File: src/hw/down_timer_pkg.sv
// constants shared by the down timer, pwm and buzzer logic
// assumes a single core clock; registers are plain ports, no bus
package down_timer_pkg;
	localparam int          CNT_W            = 8;
	localparam logic [7:0]  COUNT_FULL       = 8'hff;
	localparam logic [7:0]  COUNT_ZERO       = 8'h00;
	localparam logic [7:0]  RESET_COUNT      = 8'h00;
	// control one field positions
	localparam int          CTL1_RUN_BIT     = 0;
	localparam int          CTL1_RELOAD_BIT  = 1;
	localparam int          CTL1_ONESHOT_BIT = 2;
	localparam int          CTL1_PWM_AL_BIT  = 6;
	localparam int          CTL1_PWM_EN_BIT  = 7;
	// control two field positions
	localparam int          CTL2_PS_LSB      = 0;
	localparam int          CTL2_PS_MSB      = 2;
	localparam int          CTL2_PS_EN_N_BIT = 3;
	localparam int          CTL2_EDGE_BIT    = 4;
	localparam int          CTL2_CSEL_BIT    = 5;
	// buzzer control field positions
	localparam int          BZ_SEL_LSB       = 0;
	localparam int          BZ_SEL_MSB       = 3;
	localparam int          BZ_SRC_BIT       = 3;
	localparam int          BZ_EN_BIT        = 7;
	// interrupt flag position
	localparam int          UNDERFLOW_BIT    = 3;
	localparam logic [7:0]  RESET_CTL        = 8'h00;
	localparam logic [7:0]  RESET_CTL2       = 8'h08;
	localparam logic [1:0]  SYNC_RESET       = 2'h0;
endpackage

File: src/hw/tick_if.sv
// bundle joining the timer core to its buzzer divider
// assumes both ends share core_clk_i
`timescale 1ns/1ps
interface tick_if;
	logic       pre_tick;
	logic       tmr_tick;
	logic       enable;
	logic [3:0] select;
	logic       wave;
	modport core (output pre_tick, tmr_tick, enable, select, input wave);
	modport buzz (input pre_tick, tmr_tick, enable, select, output wave);
endinterface

File: src/hw/buzzer_divider.sv
// buzzer divider: toggles output every 2^sel[2:0] source ticks
// assumes ticks are one-cycle pulses on core_clk_i
`timescale 1ns/1ps
module buzzer_divider
	import down_timer_pkg::*;
(
	input  wire logic core_clk_i,
	input  wire logic sys_rst_i,
	tick_if.buzz      bz
);
	typedef struct packed {
		logic [7:0] div;
		logic       wave;
	} bz_state_t;

	bz_state_t st_reg;
	bz_state_t st_next;
	logic      src_tick;

	// source pick; toggle at 2^n ticks gives 1:2 to 1:256 overall
	always_comb begin
		st_next  = st_reg;
		src_tick = bz.select[BZ_SRC_BIT] ? bz.tmr_tick : bz.pre_tick;
		if (!bz.enable) begin
			st_next = '0;
		end else if (src_tick) begin
			if (st_reg.div >= ((8'h01 << bz.select[BZ_SRC_BIT-1:BZ_SEL_LSB])
			                   - 8'h01)) begin
				st_next.div  = 8'h00;
				st_next.wave = ~st_reg.wave;
			end else begin
				st_next.div = st_reg.div + 8'h01;
			end
		end
	end

	always_ff @(posedge core_clk_i or posedge sys_rst_i) begin
		if (sys_rst_i) begin
			st_reg <= '0;
		end else begin
			st_reg <= st_next;
		end
	end

	assign bz.wave = st_reg.wave;
endmodule

File: src/hw/down_timer_pwm_buzzer.sv
// eight-bit down timer with prescaler, pwm and buzzer on one pin
// assumes firmware strobes writes as one-cycle pulses on core_clk_i
`timescale 1ns/1ps
module down_timer_pwm_buzzer
	import down_timer_pkg::*;
#(
	parameter int PS_W = 8
) (
	input  wire logic         core_clk_i,
	input  wire logic         sys_rst_i,
	input  wire logic [7:0]   timer_control_one_i,
	input  wire logic [7:0]   timer_control_two_i,
	input  wire logic [7:0]   buzzer_control_i,
	input  wire logic [7:0]   timer_count_wdata_i,
	input  wire logic         timer_count_we_i,
	input  wire logic [7:0]   pwm_duty_value_i,
	input  wire logic         underflow_flag_clear_i,
	input  wire logic         underflow_irq_enable_i,
	input  wire logic         global_irq_enable_i,
	input  wire logic         pin_option_pwm_i,
	input  wire logic         pin_option_buzzer_i,
	input  wire logic         inst_tick_i,
	input  wire logic         shared_timer_pin_i,
	input  wire logic         pin_gpio_out_i,
	input  wire logic         pin_gpio_oe_i,
	output logic [7:0]        timer_count_register_o,
	output logic [7:0]        timer_reload_value_o,
	output logic [PS_W-1:0]   prescaler_live_value_o,
	output logic [7:0]        interrupt_flag_register_o,
	output logic              irq_o,
	output logic              wake_o,
	output logic              pwm_output_o,
	output logic              buzzer_output_o,
	output logic              shared_timer_pin_o,
	output logic              shared_timer_pin_oe_o
);
	typedef struct packed {
		logic [1:0]      sync;
		logic            pin_last;
		logic [PS_W-1:0] pre;
		logic [7:0]      count;
		logic [7:0]      reload;
		logic            stopped;
		logic            flag;
		logic            pwm;
		logic            pre_tick;
		logic            tmr_tick;
	} tmr_state_t;

	tmr_state_t st_reg;
	tmr_state_t st_next;
	tick_if     tk ();

	logic run;
	logic csel;
	logic edge_fall;
	logic ps_bypass;
	logic [2:0] ps_sel;
	logic src_tick;
	logic pin_rise;
	logic pin_fall;
	logic pre_out;
	logic pwm_on;
	logic bz_on;
	logic uf_set;
	logic [7:0] flag_word;

	// division at a given select: 2^(sel+1) source ticks per output
	function automatic logic pre_done(input logic [PS_W-1:0] v,
	                                  input logic [2:0] sel);
		logic [PS_W-1:0] lim;
		lim = PS_W'((9'h002 << sel) - 9'h001);
		return v >= lim;
	endfunction

	// field decode of the control inputs
	assign run       = timer_control_one_i[CTL1_RUN_BIT];
	assign csel      = timer_control_two_i[CTL2_CSEL_BIT];
	assign edge_fall = timer_control_two_i[CTL2_EDGE_BIT];
	assign ps_bypass = timer_control_two_i[CTL2_PS_EN_N_BIT];
	assign ps_sel    = timer_control_two_i[CTL2_PS_MSB:CTL2_PS_LSB];

	// edge detect after the second sync stage only
	// resets low: an idle-high pin shows one rise after reset, harmless
	// since the select bit comes out of reset on the instruction clock
	assign pin_rise = st_reg.sync[1] & ~st_reg.pin_last;
	assign pin_fall = ~st_reg.sync[1] & st_reg.pin_last;
	always_comb begin
		src_tick = inst_tick_i;
		if (csel) begin
			src_tick = edge_fall ? pin_fall : pin_rise;
		end
	end

	// prescaler output, or the raw source when bypassed
	assign pre_out = ps_bypass ? src_tick :
	                 (src_tick && pre_done(st_reg.pre, ps_sel));

	always_comb begin
		st_next          = st_reg;
		st_next.sync     = {st_reg.sync[0], shared_timer_pin_i};
		st_next.pin_last = st_reg.sync[1];
		st_next.pre_tick = 1'b0;
		st_next.tmr_tick = 1'b0;
		uf_set           = 1'b0;
		// prescaler runs only when inserted; cleared on bypass
		if (ps_bypass || !run) begin
			st_next.pre = '0;
		end else if (src_tick) begin
			st_next.pre = pre_done(st_reg.pre, ps_sel) ? '0
			            : st_reg.pre + 1'b1;
		end
		// counter; no mode gating by standby, so it keeps counting
		// a write beats a tick that lands in the same cycle
		if (timer_count_we_i) begin
			st_next.count   = timer_count_wdata_i;
			st_next.reload  = timer_count_wdata_i;
			st_next.stopped = 1'b0;
		end else if (run && pre_out && !st_reg.stopped) begin
			st_next.pre_tick = 1'b1;
			if (st_reg.count == COUNT_ZERO) begin
				st_next.flag     = 1'b1;
				uf_set           = 1'b1;
				st_next.tmr_tick = 1'b1;
				if (timer_control_one_i[CTL1_ONESHOT_BIT]) begin
					st_next.stopped = 1'b1;
				end else if (timer_control_one_i[CTL1_RELOAD_BIT]) begin
					st_next.count = st_reg.reload;
				end else begin
					st_next.count = COUNT_FULL;
				end
			end else begin
				st_next.count = st_reg.count - 8'h01;
			end
		end else if (run && pre_out) begin
			st_next.pre_tick = 1'b1;
		end
		// set wins over a clear in the same cycle
		if (underflow_flag_clear_i && !uf_set) begin
			st_next.flag = 1'b0;
		end
		// compare of live count against duty
		st_next.pwm = (st_next.count < pwm_duty_value_i);
	end

	// reset loads constants only
	always_ff @(posedge core_clk_i or posedge sys_rst_i) begin
		if (sys_rst_i) begin
			st_reg        <= '0;
			st_reg.sync   <= SYNC_RESET;
			st_reg.count  <= RESET_COUNT;
			st_reg.reload <= RESET_COUNT;
		end else begin
			st_reg <= st_next;
		end
	end

	// buzzer divider hookup
	assign tk.pre_tick = st_reg.pre_tick;
	assign tk.tmr_tick = st_reg.tmr_tick;
	assign tk.enable   = buzzer_control_i[BZ_EN_BIT];
	assign tk.select   = buzzer_control_i[BZ_SEL_MSB:BZ_SEL_LSB];

	buzzer_divider u_buzz (
		.core_clk_i (core_clk_i),
		.sys_rst_i  (sys_rst_i),
		.bz         (tk.buzz)
	);

	// pin mux: pwm first, then buzzer, else general purpose
	assign pwm_on = timer_control_one_i[CTL1_PWM_EN_BIT] & pin_option_pwm_i;
	assign bz_on  = buzzer_control_i[BZ_EN_BIT] & pin_option_buzzer_i;
	// polarity flips the registered level; reset shows the inactive level
	assign pwm_output_o = st_reg.pwm ^ timer_control_one_i[CTL1_PWM_AL_BIT];
	assign buzzer_output_o = tk.wave;
	always_comb begin
		shared_timer_pin_o    = pin_gpio_out_i;
		shared_timer_pin_oe_o = pin_gpio_oe_i & ~csel;
		if (pwm_on) begin
			shared_timer_pin_o    = pwm_output_o;
			shared_timer_pin_oe_o = 1'b1;
		end else if (bz_on) begin
			shared_timer_pin_o    = tk.wave;
			shared_timer_pin_oe_o = 1'b1;
		end
	end

	// status out; live values, not stored copies
	assign timer_count_register_o = st_reg.count;
	assign timer_reload_value_o   = st_reg.reload;
	assign prescaler_live_value_o = st_reg.pre;
	// flag word: only the underflow position is kept in this block
	always_comb begin
		flag_word                = '0;
		flag_word[UNDERFLOW_BIT] = st_reg.flag;
	end
	assign interrupt_flag_register_o = flag_word;
	assign irq_o  = st_reg.flag & underflow_irq_enable_i
	              & global_irq_enable_i;
	assign wake_o = st_reg.flag & underflow_irq_enable_i;
endmodule

File: config.mk
export PLATFORM = sky130hd
export DESIGN_NAME = down_timer_pwm_buzzer
export DESIGN_NICKNAME = d
export VERILOG_FILES = /design/src/hw/down_timer_pkg.sv /design/src/hw/tick_if.sv /design/src/hw/buzzer_divider.sv /design/src/hw/down_timer_pwm_buzzer.sv
export SDC_FILE = /design/constraint.sdc
export NUM_CORES = 1
export LEC_CHECK = 0
export BUFFER_PORTS_ARGS = -buffer_cell sky130_fd_sc_hd__buf_2
export CORE_MARGIN = 4
export CORE_UTILIZATION = 45
export DETAILED_ROUTE_END_ITERATION = 7
export PLACE_DENSITY = 0.82
export SETUP_SLACK_MARGIN = 0.05
export SYNTH_ARGS = -nofsm -noshare
export SYNTH_HDL_FRONTEND = slang
export SYNTH_SLANG_ARGS = --single-unit
File: constraint.sdc
create_clock -name core_clk_i -period 6.4 [get_ports core_clk_i]
set_clock_uncertainty 0.15 [all_clocks]
set_input_delay 0.64 -clock core_clk_i [delete_from_list [all_inputs] [get_ports core_clk_i]]
set_output_delay 0.64 -clock core_clk_i [all_outputs]
set_load 0.05 [all_outputs]
======== Word level (Yosys, flattened, before mapping) ========
Index checks and enable logic that the tools add are counted.
W data, S select, Z words.
storage, ports and cells
  bits in registers ....................... 41
  input port bits ......................... 52
  output and inout bits ................... 38
  word-level logic and storage cells ...... 87
cells by class
  $add $sub $neg .......................... 5
  magnitude comparators ................... 3
  equality and inequality tests ........... 3
  shift operators ......................... 2
  mux-type cells .......................... 32
  bitwise logic cells ..................... 12
  reduce and logical (&&, ||, !) cells .... 18
operators with widths
  cell                   count
  $mux W8                9
  $sub A8 B1 Y8 const B  3
  $mux W1                18
  $mux W9                2
  $add A8 B1 Y8 const B  2
  $ge A8 B8 Y1           2
  $reduce_bool A2 Y1     6
  $logic_not A8 Y1       1
  $lt A8 B8 Y1           1
  $shl A1 B3 Y8 const A  1
  $shl A2 B3 Y8 const A  1
  $and A1 B1 Y1          7
  $mux W2                3
  $ne A2 B1 Y1 const B   3
  $reduce_and A3 Y1      2
  $logic_and A1 B1 Y1    4
  $not A1 Y1             4
  $logic_not A1 Y1       3
  $reduce_and A2 Y1      1
  $logic_or A1 B1 Y1     1
  $xor A1 B1 Y1          1

======== Depth between registers and ports, before layout ========
Gate-level depths: netlist of the first run.
  word-level depth ........................ 14
  gate-level depth with buffers ........... 22
  gate-level depth less buffers ........... 20

======== Modules after synthesis ========
From an unflattened synthesis of the first run, not the netlist that was laid out.
unflattened totals
  cell total of the unflattened synthesis .. 367
  area total of the unflattened synthesis .. 3135.5 um^2
by module, submodules not included
  module                 times used  cells an instance  area each (um^2)  sequential area each (um^2)
  down_timer_pwm_buzzer  1           283                2408.6            800.8
  buzzer_divider         1           84                 726.9             225.2

======== Least setup slack after synthesis of the first run ========
No wires, ideal clock.
  path kind ............................... in2reg
  start ................................... input port timer_control_two_i[2]
  end ..................................... register st_reg[2] (netlist name)
  library setup time ...................... 131 ps
  data arrival time ....................... 4210 ps
  data required time ...................... 6119 ps
  setup slack ............................. 1909 ps
  stages .................................. 20
  path buffers ............................ 2
  path through ............................ or3_1 ha_1 clkbuf_1 nor3_1 a21oi_1 o21a_1 ha_1 o2111ai_1 o21a_1 or3_1 buf_6 a2111oi_4 a2111oi_2 ha_1 nand4_1 nor2_1 nor2_1 nand2_1 nor3_1 or3_1
RTL lines
  element               RTL line                      text
  start, declared       down_timer_pwm_buzzer.sv:12   input wire logic [7:0] timer_control_two_i,
  end signal, assigned  down_timer_pwm_buzzer.sv:154  st_reg <= st_next;
  end, declared         down_timer_pwm_buzzer.sv:50   tmr_state_t st_reg;

==> reports/metrics.yaml, run 1 <==
design_power_total_uw: 748
timing.final.crit_share: 0.745
antenna_found_initial: 0
arrival_ns: 4.85
cts_tree: "yes"
boundaryPins: 90
critPathLaunchType: "input pin"
cp_max_fo: 7
path_cells: "buf_2, or3_1, ha_1, nor3_1, a21oi_1, o21a_1, ha_1, a21o_1, a211oi_1, o21a_1, or3_1, nor4_2, a2111oi_2, ha_1, nor2b_1, o21ai_0, nand2_1, nor4_1, or3_1"
setup_ws_ns: 1.63
initial_core_util: 0.464
grt_pass1_wl_um: 12200
path_buf_inv: 1
post-route-drc-count: 0
yosys_most_used_dff: "dfrtp_1"
place_hpwl_um: 5560
clkSinkCount: 41
synth_edf_count: 0
finalHoldViolations: 0
worstSetupStartpoint: "timer_control_two_i[2]"
status: "complete, no violations"
core_area_um2: 6790
utilization: 0.517
crit_slowest_cell: "a2111oi_2"
cp.required_ns: 6.49
ant_nets: 0
clk_path_buf_depth: 2
fin_crit_ns: 4.77
overflow: 0
synth_top_cell_by_area: "dfrtp_1"
synth_area_leaders: "dfrtp_1 33%, ha_1 11%, buf_4 7.6%"
grt_pass1_vias: 2651
worstSkewPairLatency_ns: 0.30
track_usage: 0.175
synth_cell_types: 58
drv_cap: 0
fmax_mhz: 210
synth_area_um2: 3150
crit_family: "simple AND/OR/NAND/NOR gates"
clockRootBuffer: "clkbuf_8"
avgSynthCellArea_um2: 8.90
synth-seq-cells: 41
first_pass_iters: 4
setup_tns_ns: 0
ir_worst_vdd_uv: 97.4
postCtsSetupBuffers: 0
ys_seq_area_frac: 0.326
clkSlewWorstSetupHoldPaths_ns: 0.09
die_y_um: 91.7
syn_inst: 354
hold_class: "reg2reg"
r2r_start: "prescaler_live_value_o[6]"
relSlewSlack: 0.435
drt_wl_total_um: 7160
drt-initial-drc-count: 71
numPortBuffers: 74
rows: 30
rsz0062_at_grt: "false"
n_antenna_cell: 0
htree_levels: 2
yosysTopAreaCellShare: 0.326
wl_per_cell_um: 14.3
syn2layout_area_growth_pct: 11.6
grt_max_degree: 42
async_flop_share: 1.00
slew_violations: 0
die_w_um: 91.7
routabilityCongestion: 0.794
post-place-ws_ns: 1.33
vias_per_cell: 5.44
cts_buffers: 5
worst-slew-pin-transition_ns: 0.840
die_area_um2: 8400
p_leak_uw: 0.00175
finalSetupViolCount: 0
power_density_nw_per_um2: 213
cp-end-kind: "flop"
drive_gt1_frac: 0.243
critPathMaxStageDelay_ns: 0.43
min_from: "st_next[31]"
ys.warnings.count: 0
path_class: "in2reg"
ctsHoldBuffers: 0
cts_resized: 0
nNetsFinal: 482
num_vias: 2719
where the power goes:
| group | leakage [µW] | total, µW | switching [µW] | internal [µW] |
|---|---|---|---|---|
| clock | 0.0000574 | 221 | 94.4 | 127 |
| sequential | 0.000526 | 301 | 22.8 | 278 |
| combinational | 0.00117 | 225 | 154 | 71.7 |
cell usage after synthesis, types with 6 or more instances:
cell,instances
mux2i_1,6
a21oi_1,13
ha_1,27
a21o_1,6
buf_4,32
nand2_1,21
and3_1,6
nand3b_1,6
dfrtp_1,41
a31oi_1,6
nor3_1,10
o21ai_0,32
nand3_1,12
nor2_1,21
inv_1,25
nand2b_1,6
nor2b_1,8
cells by family (layout without fill, tap and decap cells):
logic type	count (synthesis)	in the layout	share of synthesized area
other	2	8	0.00238
AO/OA/AOI/OAI	91	91	0.201
adder cells (fa/ha/maj)	27	27	0.107
multiplexers	9	9	0.0298
AND/OR/NAND/NOR	115	115	0.203
flip-flops	41	41	0.326
buffers and inverters	64	108	0.117
XOR/XNOR	5	5	0.0139
stage by stage:
step | area [µm²] | std cells | hold slack, ns
floorplan | 3170 | 360 | 0.181
global placement | 3400 | 492 | 0.185
detailed placement | 3400 | 492 | 0.187
CTS | 3520 | 500 | 0.207
global route | 3520 | 500 | 0.211
finish | 3520 | 500 | 0.205
final cells by class:
cell class	count	area, µm²
Multi-Input combinational cell	255	1780
Timing Repair Buffer	75	378
Tap cell	96	120
Inverter	25	93.8
Sequential cell	41	1030
Clock inverter	2	37.5
Clock buffer	6	82.6
Fill cell	656	3280
path summary, 6_finish.rpt:
| kind | end | slack, ns | depth (start not counted) |
|---|---|---|---|
| max | st_reg[2] | 1.63 | 19 |
| min in group asynchronous | u_buzz.st_reg[7] | 0.31 | 3 |
| max reg2reg | st_reg[2] | 2.56 | 13 |
| min reg2reg | st_next[29] | 0.21 | 0 |
| min | st_next[29] | 0.21 | 0 |
| max in group asynchronous | prescaler_live_value_o[4] | 5.40 | 3 |
routing by layer:
layer / global-route usage / routed length, µm / vias up
met5: 0 / 0 / -
met4: 0.0415 / 55 / 0
met1: 0.219 / 3040 / 1296
li1: - / - / 1338
met3: 0.0386 / 426 / 8
met2: 0.305 / 3640 / 77
cell usage in the layout, fill, tap and decap left out, types with 4 or more instances in the layout:
| cell type | synthesis | routed |
|---|---|---|
| buf_2 | 1 | 74 |
| dfrtp_1 | 41 | 41 |
| o21ai_0 | 32 | 32 |
| ha_1 | 27 | 27 |
| inv_1 | 25 | 25 |
| nand2_1 | 21 | 21 |
| nor2_1 | 21 | 21 |
| a21oi_1 | 13 | 13 |
| nand3_1 | 12 | 12 |
| nor3_1 | 10 | 10 |
| nor2b_1 | 8 | 8 |
| conb_1 | 2 | 8 |
| mux2i_1 | 6 | 6 |
| nand2b_1 | 6 | 6 |
| a21o_1 | 6 | 6 |
| and3_1 | 6 | 6 |
| a31oi_1 | 6 | 6 |
| nand3b_1 | 6 | 6 |
| clkbuf_8 | 0 | 6 |
| or3_1 | 5 | 5 |
| o211ai_1 | 4 | 4 |
| o31ai_1 | 4 | 4 |
| a22o_1 | 4 | 4 |
Power figures use the tool's default switching activity.
==> run 2, diff against run 1 <==
--- a/config.mk
+++ b/config.mk
@@ -5,6 +5,7 @@
 export SDC_FILE = /design/constraint.sdc
 export NUM_CORES = 1
 export LEC_CHECK = 0
+export ABC_AREA = 1
 export BUFFER_PORTS_ARGS = -buffer_cell sky130_fd_sc_hd__buf_2
 export CORE_MARGIN = 4
 export CORE_UTILIZATION = 45
==> constraint.sdc (replaced) <==
create_clock -name core_clk_i -period 4.7 [get_ports core_clk_i]
set_clock_uncertainty 0.15 [all_clocks]
set_input_delay 0.47 -clock core_clk_i [delete_from_list [all_inputs] [get_ports core_clk_i]]
set_output_delay 0.47 -clock core_clk_i [all_outputs]
set_load 0.05 [all_outputs]
==> run 2 against run 1 <==
Net effect: non-clock buffer count is the same; register-to-register slack worse by 0.71 ns; first-iteration DRC count is 24% higher; largest power group unchanged; total power is 36% higher; count of clock-buffer cells in the layout increased by 1; largest cell class unchanged; global-route usage is 1.5 points lower; critical path depth grew 7; routed wire length shrank 7.8%.
==> reports/metrics.yaml, run 2 <==
clkSinkCount: 41  # unchanged
synth_area_leaders: "dfrtp_1 33%, ha_1 11%, nand2_1 10%"
track_usage: 0.160  # -0.0152
clockRootBuffer: "clkbuf_8"
die_y_um: 90.7  # -1.1%
synth_area_um2: 3070  # -2.4%
postCtsSetupBuffers: 0  # unchanged
cp_max_fo: 12  # +5
fmax_mhz: 286
utilization: 0.525  # +0.00745
n_antenna_cell: 0  # unchanged
cts_buffers: 5  # unchanged
cp.required_ns: 4.77  # -1.72 ns
async_flop_share: 1.00  # unchanged
synth-seq-cells: 41  # unchanged
p_leak_uw: 0.00187  # +6.8%
post-route-drc-count: 0  # unchanged
yosys_most_used_dff: "dfrtp_1"
ctsHoldBuffers: 0  # unchanged
synth_top_cell_by_area: "dfrtp_1"
timing.final.crit_share: 0.744
status: "complete, no violations"
layout_commonest_cell: "nand2_1"
routabilityCongestion: 0.798  # +0.48%
die_w_um: 90.7  # -1.1%
die_area_um2: 8220  # -2.2%
numPortBuffers: 74  # unchanged
yosysTopAreaCellShare: 0.334  # +0.00809
setup_ws_ns: 1.20  # -0.431 ns
cp-end-kind: "flop"
synthMostInstantiatedCell: "nand2_1"
vias_per_cell: 5.06  # -7.0%
rows: 29  # -3.3%
netlist_top_cells_count: "85 x nand2_1, 48 x inv_1, 41 x dfrtp_1"
core_area_um2: 6490  # -4.4%
overflow: 0  # unchanged
setup_tns_ns: 0  # unchanged
critPathLaunchType: "input pin"
worst-slew-pin-transition_ns: 0.544  # -0.296 ns
mostFrequentLayoutCells: "85 x nand2_1, 74 x buf_2, 48 x inv_1"
clkSlewWorstSetupHoldPaths_ns: 0.08  # about the same
relSlewSlack: 0.637  # +0.201
drt-initial-drc-count: 88  # +24%
ir_worst_vdd_uv: 217  # +120%
drive_gt1_frac: 0.225  # -0.0175
boundaryPins: 90  # unchanged
synth_edf_count: 0  # unchanged
drt_wl_total_um: 6600  # -7.8%
worstSkewPairLatency_ns: 0.29  # about the same
syn2layout_area_growth_pct: 10.9
htree_levels: 2  # unchanged
syn_inst: 410  # +16%
ys.warnings.count: 0  # unchanged
n_fill_cell: 602  # -8.2%
place_hpwl_um: 5110  # -8.1%
power_density_nw_per_um2: 297  # +40%
wl_per_cell_um: 12.2  # -14%
slew_violations: 0  # unchanged
drv_cap: 0  # unchanged
fin_crit_ns: 3.50
synth_cell_types: 35  # -40%
grt_max_degree: 42  # unchanged
post-place-ws_ns: 0.924  # -0.406 ns
ys_seq_area_frac: 0.334  # +0.00809
nNetsFinal: 540  # +12%
arrival_ns: 3.57  # -1.28 ns
finalSetupViolCount: 0  # unchanged
hold_class: "in2async"
clk_path_buf_depth: 2  # unchanged
first_pass_iters: 4  # unchanged
path_class: "in2reg"
ant_nets: 0  # unchanged
hold_slack_ns: 0.145  # -0.0606 ns
avgSynthCellArea_um2: 7.50  # -16%
finalHoldViolations: 0  # unchanged
rsz0062_at_grt: "false"
cts_tree: "yes"
initial_core_util: 0.473  # +0.00960
grt_pass1_vias: 2518  # -5.0%
cts_resized: 0  # unchanged
grt_pass1_wl_um: 11000  # -9.6%
antenna_found_initial: 0  # unchanged
num_vias: 2726  # +0.26%
-- run 2: final cells by class --
cell class / count / area (µm²) / area share
Multi-Input combinational cell: 282 / 1580 / 0.464
Sequential cell: 41 / 1030 / 0.301
Timing Repair Buffer: 75 / 378 / 0.111
Inverter: 56 / 210 / 0.0617
Tap cell: 77 / 96.3 / 0.0283
Clock buffer: 7 / 86.3 / 0.0253
Clock inverter: 1 / 30.0 / 0.00881
-- run 2: per-stage QoR --
stage	instance area (µm²)	power, µW	instances
2_1_floorplan	3100	681	416
3_3_place_gp	3290	721	531
3_5_place_dp	3290	730	531
4_1_cts	3410	1020	539
5_1_grt	3410	1080	539
6_report	3410	1010	539
-- run 2: final timing paths --
path / startpoint / end / slack [ns] / depth (start not counted)
worst max register to register: prescaler_live_value_o[6] / st_reg[2] / 1.85 / 17
min in group core_clk_i: shared_timer_pin_i / st_next[31] / 0.15 / 1
max in group asynchronous: sys_rst_i / tk.pre_tick / 3.90 / 3
worst min register to register: st_next[31] / st_next[29] / 0.20 / 0
worst max-delay path: timer_control_two_i[1] / st_reg[2] / 1.20 / 26
worst min-delay path: sys_rst_i / prescaler_live_value_o[6] / 0.14 / 3
-- run 2: kinds of logic (layout without fill, tap and decap cells) --
| kind of cell | count (synthesis) | in the layout | share of synthesized area |
|---|---|---|---|
| flops | 41 | 41 | 0.334 |
| buf+inv | 93 | 139 | 0.159 |
| other cells | 2 | 8 | 0.00244 |
| xor+xnor | 10 | 10 | 0.0285 |
| fa+ha+maj | 27 | 27 | 0.110 |
| simple gates | 170 | 170 | 0.242 |
| compound gates | 67 | 67 | 0.125 |
-- run 2: report_power, final --
group | switching [µW] | leakage, µW | internal (µW)
Clock | 118 | 0.0000585 | 173
Sequential | 33.1 | 0.000521 | 381
Combinational | 220 | 0.00129 | 89.1
-- run 2: critical path, stage by stage --
cell	delay, ns
buf_2	0.13
nor2_1	0.19
nand2_1	0.10
ha_1	0.22
inv_1	0.09
xor2_1	0.14
inv_1	0.06
ha_1	0.28
nand2_1	0.05
inv_1	0.04
nand2_1	0.04
nand2_1	0.05
nand2_1	0.04
nand2_1	0.19
nand3_2	0.20
inv_2	0.23
o311ai_1	0.13
o211ai_1	0.13
o21ai_1	0.11
inv_1	0.10
ha_1	0.23
nand2_1	0.06
inv_1	0.03
nand2_1	0.05
nand2_1	0.08
a21oi_2	0.13
-- run 2: routing by layer --
layer	track usage	wire, µm	part of all wire	vias up
li1	-	-	-	1403
met1	0.190	2860	0.43	1246
met2	0.293	3340	0.51	70
met3	0.0350	342	0.052	7
met4	0.0332	53	0.0080	0
met5	0	0	0	-
==> run 3, diff against run 2 <==
--- a/config.mk
+++ b/config.mk
@@ -10,7 +10,7 @@
 export CORE_MARGIN = 4
 export CORE_UTILIZATION = 45
 export DETAILED_ROUTE_END_ITERATION = 7
-export PLACE_DENSITY = 0.82
+export PLACE_DENSITY = 0.85
 export SETUP_SLACK_MARGIN = 0.05
 export SYNTH_ARGS = -nofsm -noshare
 export SYNTH_HDL_FRONTEND = slang
==> constraint.sdc (replaced) <==
create_clock -name core_clk_i -period 3.1 [get_ports core_clk_i]
set_clock_uncertainty 0.15 [all_clocks]
set_input_delay 0.31 -clock core_clk_i [delete_from_list [all_inputs] [get_ports core_clk_i]]
set_output_delay 0.31 -clock core_clk_i [all_outputs]
set_load 0.05 [all_outputs]
==> run 3 against run 2 <==
Net effect: sequential share of layout area shrank 2.1 points; the flow now finishes with violations (negative hold slack); critical endpoint unchanged; register-to-register slack lost 1.5 ns; critical path type unchanged; via count grew 4.6%; utilization grew 4.0 points; flip-flop and latch count is the same.
==> reports/metrics.yaml, run 3 (same netlist as run 2, synthesis figures left out) <==
grt_pass1_wl_um: 12000  # +8.6%
clkSlewWorstSetupHoldPaths_ns: 0.09  # about the same
post-route-drc-count: 0  # unchanged
numPortBuffers: 74  # unchanged
htree_levels: 2  # unchanged
clockRootBuffer: "clkbuf_8"
clkSinkCount: 41  # unchanged
crit_family: "adder cells"
layout_commonest_cell: "nand2_1"
critPathMaxStageDelay_ns: 0.33  # +0.05 ns
die_w_um: 90.7  # unchanged
rows: 29  # unchanged
fmax_mhz: 335
mostFrequentLayoutCells: "81 x nand2_1, 72 x buf_2, 45 x inv_1"
vias_per_cell: 5.09  # +0.66%
worstSetupStartpoint: "timer_control_two_i[0]"
die_y_um: 90.7  # unchanged
die_area_um2: 8220  # unchanged
boundaryPins: 90  # unchanged
placed_area_um2: 3380  # +2.5%
syn2layout_area_growth_pct: 19.3
path_buf_inv: 4  # -3
relSlewSlack: 0.495  # -0.141
hold_class: "in2async"
grt_pass1_vias: 2739  # +8.8%
crit_slowest_cell: "ha_1"
drv_cap: 0  # unchanged
place_hpwl_um: 5560  # +8.7%
finalSetupViolCount: 0  # unchanged
track_usage: 0.177  # +0.0176
n_fill_cell: 598  # -0.66%
r2r_slack_ns: 0.35  # -1.50 ns
cp-end-kind: "flop"
p_leak_uw: 0.00197  # +5.3%
design_power_total_uw: 1500  # +48%
setup_tns_ns: 0  # unchanged
drt-initial-drc-count: 96  # +9.1%
initial_core_util: 0.473  # unchanged
post-place-ws_ns: -0.224  # -1.15 ns
antenna_found_initial: 0  # unchanged
n_antenna_cell: 0  # unchanged
routabilityCongestion: 0.814  # +2.0%
finalHoldViolations: 18  # +18
num_vias: 2851  # +4.6%
violations: "negative hold slack"
wl_per_cell_um: 13.2  # +7.7%
clk_path_buf_depth: 2  # unchanged
ir_worst_vdd_uv: 291  # +34%
cts_tree: "yes"
crit_end: "st_reg[2]"
status: "finished, violations left"
cp_max_fo: 6  # -6
cp.required_ns: 3.18  # -1.59 ns
overflow: 0  # unchanged
core_area_um2: 6490  # unchanged
design_area_um2: 3670  # +7.6%
cts_buffers: 5  # unchanged
ant_nets: 0  # unchanged
timing.final.crit_share: 0.963
worstSkewPairLatency_ns: 0.31  # +0.02 ns
critPathLaunchType: "input pin"
first_pass_iters: 4  # unchanged
nNetsFinal: 561  # +3.9%
slew_violations: 0  # unchanged
drive_gt1_frac: 0.306  # +0.0813
arrival_ns: 3.07  # -0.50 ns
fin_crit_ns: 2.99
r2r_start: "prescaler_live_value_o[6]"
power_density_nw_per_um2: 409  # +37%
grt_max_degree: 21  # -50%
crit_cells: 22  # -15%
path_cells: "buf_6, nor2_4, nand2_2, ha_4, nand2_2, o21ai_1, o211ai_1, ha_1, nand2_1, nand3_2, nor2_2, nand2_2, nand3_4, clkinv_4, buf_6, buf_4, o21ai_2, o21ai_2, ha_1, a21oi_2, o21ai_2, a21oi_2"
worst-slew-pin-transition_ns: 0.756  # +0.212 ns
drt_wl_total_um: 7380  # +12%
hold_slack_ns: -0.0311  # -0.176 ns
worstRegToRegCells: 15  # -2
r2r_end: "st_reg[2]"
setup_ws_ns: 0.114  # -1.09 ns
path_class: "in2reg"
[run 3: layout make-up]
class	instances	area (µm²)	share of cell area
Tap cell	77	96.3	0.0263
Clock buffer	5	68.8	0.0188
Inverter	56	218	0.0594
Clock inverter	3	17.5	0.00478
Sequential cell	41	1030	0.280
Multi-Input combinational cell	282	1690	0.460
Timing Repair Buffer	96	554	0.151
[run 3: worst min-delay path by stage]
stage | to | slack [ns]
after CTS | prescaler_live_value_o[7] | 0.009
after detailed placement | st_next[29] | 0.19
final | prescaler_live_value_o[6] | -0.03
after global placement | st_next[29] | 0.19
after global routing | prescaler_live_value_o[7] | 0.04
after floorplan | st_next[29] | 0.18
[run 3: metal layers]
metal	GRT usage	up-vias	routed length, µm
met5	0	-	0
met3	0.0442	18	376
met4	0.0472	0	173
met2	0.324	80	3820
li1	-	1448	-
met1	0.204	1305	3010
[run 3: stage by stage]
step,utilization,cells
after floorplan,-,416
after global placement,0.520,542
after detailed placement,0.520,542
after CTS,0.535,551
after global routing,0.565,560
final,0.565,560
[run 3: timing repair]
| action | 4_1_cts | 5_1_grt |
|---|---|---|
| hold endpoints to repair | 1 | 0 |
| setup endpoints to repair | 0 | 1 |
| hold buffers | 1 | 0 |
| setup buffers | 0 | 9 |
| gates resized for setup | 0 | 40 |
[run 3: where the power goes]
part	switching [µW]	internal (µW)	leakage [µW]
sequential	51.3	577	0.000521
combinational	352	161	0.00141
clock	202	156	0.0000439
